==> src/shared/aso_pkg.sv <==
// Shared constants for the serial output format and digital reset control block.
// Assumes the register port carries 13-bit addresses and 8-bit data words.
package aso_pkg;

  // ==========================================================================
  // Register map
  localparam logic [12:0] ADDR_POWER_MODE = 13'h0008;
  localparam logic [12:0] ADDR_OUT_FORMAT = 13'h0021;
  localparam logic [12:0] ADDR_CM_GEN     = 13'h0102;

  // ==========================================================================
  // Reset values and fields
  localparam logic [7:0] FMT_RESET      = 8'h30;
  localparam logic [7:0] PM_RESET       = 8'h00;
  localparam logic [7:0] CM_RESET       = 8'h00;
  localparam logic [7:0] PM_WRITE_MASK  = 8'h23;
  localparam logic [7:0] CM_WRITE_MASK  = 8'h08;
  localparam logic [1:0] PM_NORMAL      = 2'h0;
  localparam logic [1:0] PM_DRESET      = 2'h3;
  localparam int         CM_PD_BIT      = 3;
  localparam int         FMT_ONE_LANE   = 6;
  localparam int         FMT_DDR        = 5;
  localparam int         FMT_BYTEWISE   = 4;
  localparam int         FMT_FRAME_2X   = 2;

  // ==========================================================================
  // Counts, in sample clock cycles or port clock bits; clock multipliers
  localparam int         INIT_SAMPLES   = 16;
  localparam int         SETTLE_SAMPLES = 2900000;
  localparam int         INSTR_BITS     = 16;
  localparam int         DATA_BITS      = 8;
  localparam logic [3:0] MULT_4X        = 4'h4;
  localparam logic [3:0] MULT_8X        = 4'h8;

  // ==========================================================================
  // Control states
  typedef enum logic [3:0] {
    ST_INIT   = 4'b0001,
    ST_RUN    = 4'b0010,
    ST_DRST   = 4'b0100,
    ST_SETTLE = 4'b1000
  } aso_state_t;

endpackage : aso_pkg

==> src/hdl/aso_serial_ctrl.sv <==
// Serial output format control, start-up sequence and digital reset of the converter.
// Assumes one sample strobe per sample clock and one bit tick per output clock edge.
module aso_serial_ctrl #(
  parameter int SETTLE_SAMPLES = aso_pkg::SETTLE_SAMPLES
) (
  input  wire logic        mclk_in,
  input  wire logic        rst_in,
  input  wire logic        sclk_in,
  input  wire logic        csb_n_in,
  input  wire logic        sdio_in,
  output logic             sdio_out,
  output logic             sdio_oe_out,
  input  wire logic        sample_strobe_in,
  input  wire logic [15:0] sample_data_in,
  input  wire logic        bit_tick_in,
  output logic             lane0_out,
  output logic             lane1_out,
  output logic             frame_out,
  output logic             bit_clock_output_out,
  output logic [3:0]       clock_mult_out,
  output logic             datapath_reset_out,
  output logic             common_mode_voltage_pd_out
);

  typedef struct packed {
    aso_pkg::aso_state_t state;
    logic [21:0]         count;
    logic [7:0]          pm;
    logic [7:0]          fmt;
    logic [7:0]          cm;
    logic [7:0]          act_fmt;
    logic [15:0]         sample;
    logic [15:0]         word;
    logic [3:0]          slot;
    logic                phase;
    logic                lane0;
    logic                lane1;
    logic                frame;
    logic                bclk;
  } aso_ctrl_t;

  aso_ctrl_t   r;
  aso_ctrl_t   next_r;
  logic        wr_stb;
  logic [12:0] addr;
  logic [7:0]  wdata;
  logic [7:0]  rdata;
  logic        zero_out;
  logic        adv;

  aso_spi_port i_aso_spi_port (
    .mclk_in     (mclk_in),
    .rst_in      (rst_in),
    .sclk_in     (sclk_in),
    .csb_n_in    (csb_n_in),
    .sdio_in     (sdio_in),
    .sdio_out    (sdio_out),
    .sdio_oe_out (sdio_oe_out),
    .wr_stb_out  (wr_stb),
    .addr_out    (addr),
    .wdata_out   (wdata),
    .rdata_in    (rdata)
  );

  // ==========================================================================
  // Format decoding
  function automatic logic [3:0] last_slot(input logic [7:0] f);
    last_slot = f[aso_pkg::FMT_ONE_LANE] ? 4'hF : 4'h7;
  endfunction : last_slot

  function automatic logic [1:0] lane_bits(input logic [7:0] f, input logic [15:0] w,
                                           input logic [3:0] s);
    if (f[aso_pkg::FMT_ONE_LANE]) begin
      lane_bits = {w[4'hF - s], 1'b0};
    end else if (f[aso_pkg::FMT_BYTEWISE]) begin
      lane_bits = {w[4'hF - s], w[4'h7 - s]};
    end else begin
      lane_bits = {w[4'hF - {s[2:0], 1'b0}], w[4'hE - {s[2:0], 1'b0}]};
    end
  endfunction : lane_bits

  always_comb begin
    case (addr)
      aso_pkg::ADDR_POWER_MODE: rdata = r.pm;
      aso_pkg::ADDR_OUT_FORMAT: rdata = r.fmt;
      aso_pkg::ADDR_CM_GEN:     rdata = r.cm;
      default:                  rdata = 8'h00;
    endcase
  end

  // Output is all zero except in normal running with normal power mode.
  assign zero_out = (r.state != aso_pkg::ST_RUN) || (r.pm[1:0] != aso_pkg::PM_NORMAL);
  // Single data rate moves one bit per full output clock, so every second tick.
  assign adv = bit_tick_in && (r.act_fmt[aso_pkg::FMT_DDR] || r.act_fmt[aso_pkg::FMT_ONE_LANE]
                               || r.phase);

  // ==========================================================================
  // Next state
  always_comb begin
    logic [1:0] bits;
    logic [3:0] half;
    logic [3:0] last;
    bits   = 2'h0;
    half   = 4'h0;
    last   = last_slot(r.act_fmt);
    next_r = r;
    if (wr_stb) begin
      case (addr)
        aso_pkg::ADDR_POWER_MODE: next_r.pm = wdata & aso_pkg::PM_WRITE_MASK;
        aso_pkg::ADDR_OUT_FORMAT: next_r.fmt = wdata;
        aso_pkg::ADDR_CM_GEN:     next_r.cm = wdata & aso_pkg::CM_WRITE_MASK;
        default:                  next_r.pm = r.pm;
      endcase
    end
    if (sample_strobe_in) begin
      next_r.sample = sample_data_in;
    end
    case (r.state)
      aso_pkg::ST_INIT: begin
        if (sample_strobe_in) begin
          next_r.count = r.count + 22'h000001;
          if (r.count == 22'(aso_pkg::INIT_SAMPLES - 1)) begin
            next_r.state = aso_pkg::ST_RUN;
          end
        end
      end
      aso_pkg::ST_RUN: begin
        next_r.count = 22'h000000;
      end
      aso_pkg::ST_DRST: begin
        next_r.count = 22'h000000;
        if (r.pm[1:0] != aso_pkg::PM_DRESET) begin
          next_r.state = aso_pkg::ST_SETTLE;
        end
      end
      aso_pkg::ST_SETTLE: begin
        if (sample_strobe_in) begin
          next_r.count = r.count + 22'h000001;
          if (r.count == 22'(SETTLE_SAMPLES - 1)) begin
            next_r.state = aso_pkg::ST_RUN;
          end
        end
      end
      default: begin
        next_r.state = aso_pkg::ST_INIT;
        next_r.count = 22'h000000;
      end
    endcase
    // A reset may be re-armed at any time, also during settling or start-up.
    if (r.pm[1:0] == aso_pkg::PM_DRESET) begin
      next_r.state = aso_pkg::ST_DRST;
    end
    if (bit_tick_in) begin
      next_r.phase = ~r.phase;
      next_r.bclk  = ~r.bclk;
    end
    if (adv) begin
      next_r.phase = 1'b0;
      bits = lane_bits(r.act_fmt, r.word, r.slot);
      next_r.lane0 = zero_out ? 1'b0 : bits[1];
      next_r.lane1 = zero_out ? 1'b0 : bits[0];
      half = {1'b0, last[3:1]} + 4'h1;
      if (r.act_fmt[aso_pkg::FMT_FRAME_2X]) begin
        next_r.frame = (r.slot & (half - 4'h1)) < {1'b0, half[3:1]};
      end else begin
        next_r.frame = r.slot < half;
      end
      if (r.slot == last_slot(r.act_fmt)) begin
        // Picking up the format only here keeps a word from mixing two formats.
        next_r.slot    = 4'h0;
        next_r.act_fmt = r.fmt;
        next_r.word    = zero_out ? 16'h0000 : r.sample;
      end else begin
        next_r.slot = r.slot + 4'h1;
      end
    end
    // Lanes drop at once in digital reset rather than waiting for the next bit tick.
    if (r.pm[1:0] == aso_pkg::PM_DRESET) begin
      next_r.lane0 = 1'b0;
      next_r.lane1 = 1'b0;
    end
  end

  always_ff @(posedge mclk_in) begin
    if (rst_in) begin
      r         <= '0;
      r.state   <= aso_pkg::ST_INIT;
      r.pm      <= aso_pkg::PM_RESET;
      r.fmt     <= aso_pkg::FMT_RESET;
      r.act_fmt <= aso_pkg::FMT_RESET;
      r.cm      <= aso_pkg::CM_RESET;
    end else begin
      r <= next_r;
    end
  end

  assign lane0_out                  = r.lane0;
  assign lane1_out                  = r.lane1;
  assign frame_out                  = r.frame;
  assign bit_clock_output_out       = r.bclk;
  assign clock_mult_out             = (r.act_fmt[aso_pkg::FMT_DDR] &&
                                       !r.act_fmt[aso_pkg::FMT_ONE_LANE]) ?
                                      aso_pkg::MULT_4X : aso_pkg::MULT_8X;
  assign datapath_reset_out         = (r.state == aso_pkg::ST_DRST);
  assign common_mode_voltage_pd_out = r.cm[aso_pkg::CM_PD_BIT];
endmodule : aso_serial_ctrl

==> src/hdl/aso_spi_port.sv <==
// Serial configuration port: samples the three port pins with the block clock.
// Assumes clock low when idle, data taken on the rising edge, read data on falling.
module aso_spi_port (
  input  wire logic        mclk_in,
  input  wire logic        rst_in,
  input  wire logic        sclk_in,
  input  wire logic        csb_n_in,
  input  wire logic        sdio_in,
  output logic             sdio_out,
  output logic             sdio_oe_out,
  output logic             wr_stb_out,
  output logic [12:0]      addr_out,
  output logic [7:0]       wdata_out,
  input  wire logic [7:0]  rdata_in
);

  typedef struct packed {
    logic [2:0]  sck;
    logic [2:0]  csb;
    logic [2:0]  dio;
    logic        sck_f;
    logic        csb_f;
    logic [15:0] shift;
    logic [4:0]  count;
    logic        rd;
    logic        load;
    logic [7:0]  rsh;
    logic [12:0] addr;
    logic [7:0]  wdata;
    logic        wr_stb;
    logic        dout;
    logic        oe;
  } aso_spi_t;

  aso_spi_t r;
  aso_spi_t next_r;

  // ==========================================================================
  // Next state
  always_comb begin
    next_r        = r;
    next_r.wr_stb = 1'b0;
    next_r.load   = 1'b0;
    // Three stages; a level counts once the second and third agree.
    next_r.sck = {r.sck[1:0], sclk_in};
    next_r.csb = {r.csb[1:0], csb_n_in};
    next_r.dio = {r.dio[1:0], sdio_in};
    if (r.sck[1] == r.sck[2]) begin
      next_r.sck_f = r.sck[2];
    end
    if (r.csb[1] == r.csb[2]) begin
      next_r.csb_f = r.csb[2];
    end
    if (r.csb_f) begin
      next_r.count = 5'h00;
      next_r.oe    = 1'b0;
      next_r.rd    = 1'b0;
    end else if (next_r.sck_f && !r.sck_f) begin
      next_r.shift = {r.shift[14:0], r.dio[2]};
      if (r.count != 5'(aso_pkg::INSTR_BITS + aso_pkg::DATA_BITS)) begin
        next_r.count = r.count + 5'h01;
      end
      if (r.count == 5'(aso_pkg::INSTR_BITS - 1)) begin
        next_r.rd   = r.shift[14];
        next_r.addr = {r.shift[11:0], r.dio[2]};
        next_r.load = r.shift[14];
      end
      if (r.count == 5'(aso_pkg::INSTR_BITS + aso_pkg::DATA_BITS - 1) && !r.rd) begin
        next_r.wdata  = {r.shift[6:0], r.dio[2]};
        next_r.wr_stb = 1'b1;
      end
    end else if (!next_r.sck_f && r.sck_f && r.rd) begin
      next_r.dout = r.rsh[7];
      next_r.rsh  = {r.rsh[6:0], 1'b0};
      next_r.oe   = 1'b1;
    end
    if (r.load) begin
      next_r.rsh = rdata_in;
    end
  end

  always_ff @(posedge mclk_in) begin
    if (rst_in) begin
      r       <= '0;
      r.sck_f <= 1'b0;
      r.csb_f <= 1'b1;
      r.csb   <= 3'h7;
    end else begin
      r <= next_r;
    end
  end

  assign sdio_out    = r.dout;
  assign sdio_oe_out = r.oe;
  assign wr_stb_out  = r.wr_stb;
  assign addr_out    = r.addr;
  assign wdata_out   = r.wdata;

endmodule : aso_spi_port

==> config.mk <==
export PLATFORM = sky130hd
export DESIGN_NAME = aso_serial_ctrl
export DESIGN_NICKNAME = d
export VERILOG_FILES = /design/src/shared/aso_pkg.sv /design/src/hdl/aso_serial_ctrl.sv /design/src/hdl/aso_spi_port.sv
export SDC_FILE = /design/constraint.sdc
export NUM_CORES = 1
export LEC_CHECK = 0
export BUFFER_PORTS_ARGS = -buffer_cell sky130_fd_sc_hd__buf_2
export CELL_PAD_IN_SITES_DETAIL_PLACEMENT = 1
export CELL_PAD_IN_SITES_GLOBAL_PLACEMENT = 1
export CORE_ASPECT_RATIO = 0.5
export CORE_UTILIZATION = 35
export CTS_BUF_LIST = sky130_fd_sc_hd__clkbuf_8
export DETAILED_ROUTE_END_ITERATION = 8
export PLACE_DENSITY = 0.72
export SLEW_MARGIN = 40
export SYNTH_ARGS = -nofsm -noshare
export SYNTH_HDL_FRONTEND = slang
export SYNTH_SLANG_ARGS = --single-unit
==> constraint.sdc <==
create_clock -name mclk_in -period 5.54 [get_ports mclk_in]
set_input_delay 1.662 -clock mclk_in [delete_from_list [all_inputs] [get_ports mclk_in]]
set_output_delay 1.662 -clock mclk_in [all_outputs]
set_load 0.02 [all_outputs]
==> metrics.md <==
| Metric | Value |
|---|---|
| Avg Cell Area, Syn | `9.34 µm²` |
| Largest area contributor in the netlist | `dfxtp_1` |
| Cell row count | `33` |
| Number of global-route vias before repair | `4,643` |
| Post-layout power | `2170 µW` |
| Routed vias | `4,614` |
| Placed Cells incl. Taps | `about 900` |
| # diodes | `0` |
| Unrepaired setup endpoints after global routing | `false` |
| Crit-path leading delay family | `simple AND/OR/NAND/NOR gates` |
| Die W | `about 190 µm` |
| Grt total ovfl | `0` |
| Core outline area | `16,700 µm²` |
| Area growth syn-to-layout | `12.7%` |
| Syn Inst Count | `652` |
| Most frequent cells in the layout | `148 x dfxtp_1, 90 x nor2_1, 71 x nand2_1, 45 x mux2i_1, 41 x a21oi_1` |
| Compound-Gate Fraction of Synth Area | `0.116` |
| Largest net degree at the start of global routing | `92` |
| Worst EP required | `3.88 ns` |
| Peak supply drop | `~0.15 mV` |
| Final TNS setup | `0 ns` |
| Mapped cell area | `approximately 6100 µm²` |
| CP cell instances | `nand2b_1 -> nor3_1 -> buf_2` |
| IO Count | `35` |
| Hold Buf Count CTS | `0` |
| Skew-Pair Late Insertion Delay | `~0.45 ns` |
| Die area | `between 15,000 and 20,000 µm²` |
| Initial antenna violation count | `0` |
| Synth top area cells | `dfxtp_1 49%, mux2i_1 7.4%, nor2_1 5.6%` |
| Yosys cell types | `59` |
| First-pass detailed-route iteration total | `4` |
| Pleak | `0.00243 µW` |
| XOR/XNOR Fraction of Synth Area | `0.0403` |
| Post_cts resized | `0` |
| Async SR Flop Fraction | `0` |
| Synth Area in Adders | `0.0144` |
| Tightest Hold Check Type | `reg2reg` |
| FF/Latch Area | `2960 µm²` |
| CTS max path bufs | `2` |
| Main synth FF type | `dfxtp_1` |
| Post-layout util | `0.411` |
| CP peak stage delay | `0.37 ns` |
| Initial Util | `0.365` |
| PortBufs | `32` |
| Post-detail-place hpwl | `9020 µm` |
| Worst-path clk slew | `approximately 0.08 ns` |
| Global-route wire length before repair | `between 20,000 and 25,000 µm` |
| Yosys warns | `0` |
| Power per cell area | `315 nW/µm²` |
| CP endpoint kind | `output pin` |
| CTS tree | `done` |
| Max_cap viols | `0` |
| Max Clk Rate | `0.314 GHz` |
| Most common cell after layout, fill and taps aside | `dfxtp_1` |
| Layout cell share with drive strength beyond 1 | `0.146` |
| Post-Synth Simple-Gate Area | `0.212` |
| 1st-iter DRT viols | `approximately 200` |
| WL per Instance | `about 15 µm` |
| Fillers | `1,961` |
| Outcome | `completed` |
| Worst path bufs/invs | `1` |
| Number of CTS-inserted buffers | `17` |
| Worst-margin pin slew | `0.777 ns` |
| Final Wtd Congestion | `0.773` |
| DRC viols | `0` |
| Fin cells | `912` |
| Clock sinks | `148` |
| Slew Limit Fails | `0` |
| Htree depth | `4` |
| Final worst-path cycle share | `0.575` |
| Setup Skew | `roughly 0.0088 ns` |
| Register bit total from synthesis | `148` |
| Slowest cell on crit path | `dfxtp_1` |
| CP Max Fanout | `7` |
| Worst hold slack | `around 0.41 ns` |
| EDFF count, synth | `0` |
| Fin crit period | `3.19 ns` |
| Final WL | `13,400 µm` |
| Fin nets | `702` |
| GRT Util Overall | `0.161` |
| Post-synthesis mux area share | `0.0998` |
| Crit start category | `register` |
| Area of the multi-input gates | `2970 µm²` |
| Sequential fraction of the synthesis area | `0.486` |
| Postcts setup bufs | `0` |
| Largest family of logic cells by synthesized area | `simple AND/OR/NAND/NOR gates` |
| Final setup fails | `0` |
| Final ANT Viol Nets | `0` |
| Slew margin rel. | `0.480` |
| Worst Path Class, Setup | `reg2out` |
| Fin. Hold Viols | `0` |
| Detail-routed via count per cell | `between 5 and 6` |
| WP data arrival | `1.53 ns` |
| Share of the synthesized area in the top cell type | `0.486` |
| Clk root buf | `clkbuf_8` |
| Die height | `95.3 µm` |
routing by layer:
metal | share of wire | GRT usage | wire length, µm
met1 | 0.52 | 0.212 | 6990
met2 | 0.43 | 0.254 | 5840
met3 | 0.033 | 0.0449 | 448
met4 | 0.011 | 0.0571 | 147
met5 | 0 | 0 | 0
area by class of cell:
cell class	count	area share
clock inverter	13	0.0241
multi-input combinational	461	0.432
timing repair buffer	35	0.0275
inverter	9	0.00492
sequential	148	0.432
clock buffer	19	0.0381
tap	227	0.0414
cell families after synthesis:
| kind of cell | count (synthesis) |
|---|---|
| buf+inv | 44 |
| other cells | 1 |
| mux | 53 |
| flops | 148 |
| fa+ha+maj | 7 |
| simple gates | 267 |
| compound gates | 104 |
| xor+xnor | 28 |
metrics by stage:
step	instance area [µm²]	worst slack, ns
after floorplan	6090	2.57
after global placement	6420	1.71
after detailed placement	6430	1.86
after CTS	6860	2.30
after global routing	6860	2.21
final	6860	2.35
power breakdown:
group / total (µW) / leakage (µW) / switching (µW) / internal, µW
sequential: 1110 / 0.00120 / 27.3 / 1090
combinational: 144 / 0.00100 / 79.9 / 63.7
clock: 908 / 0.000233 / 402 / 507
total: 2170 / 0.00243 / 509 / 1660
synth_stat cells (all sizes together), types with 3 or more instances:
cell	n
a2bb2oi	4
buf	10
a22o	16
nor4	8
a21oi	41
mux4	6
nor2	91
nand2b	3
inv	9
nor4b	3
nor2b	12
mux2i	45
or2	8
dfxtp	148
a22oi	3
o21ai	16
and4b	3
xnor2	7
nand4b	3
o22a	3
xor2	21
nor3	11
and3	4
a211o	3
or4	4
nand2	71
nand3	29
a21boi	3
ha	7
nand4	9
clkbuf	25
worst reg2reg max path: cells and delay by family (launching register included):
family	cells	cell delay, ns
AND/OR/NAND/NOR	3	1.04
flip-flops	1	0.74
AO/OA/AOI/OAI	1	0.34
adder cells (fa/ha/maj)	1	0.30
path summary, 6_finish.rpt:
| kind | slack [ns] | from | depth (start not counted) | to |
|---|---|---|---|---|
| worst max-delay path | 2.35 | r[98] | 3 | datapath_reset_out |
| worst min-delay path | 0.41 | i_aso_spi_port.next_r[61] | 1 | i_aso_spi_port.next_r[62] |
| worst max register to register | 3.02 | r[5] | 5 | r[13] |
| worst min register to register | 0.41 | i_aso_spi_port.next_r[61] | 1 | i_aso_spi_port.next_r[62] |
state kept, by name (all words and copies together), names as in the netlist:
register,cells
i_aso_spi_port.r,35
lane1_out,1
lane0_out,1
common_mode_voltage_pd_out,1
i_aso_spi_port.addr_out,13
r,78
bit_clock_output_out,1
i_aso_spi_port.sdio_oe_out,1
i_aso_spi_port.next_r,6
i_aso_spi_port.wr_stb_out,1
i_aso_spi_port.sdio_out,1
frame_out,1
i_aso_spi_port.wdata_out,8
(Power assumes the default switching activity.)
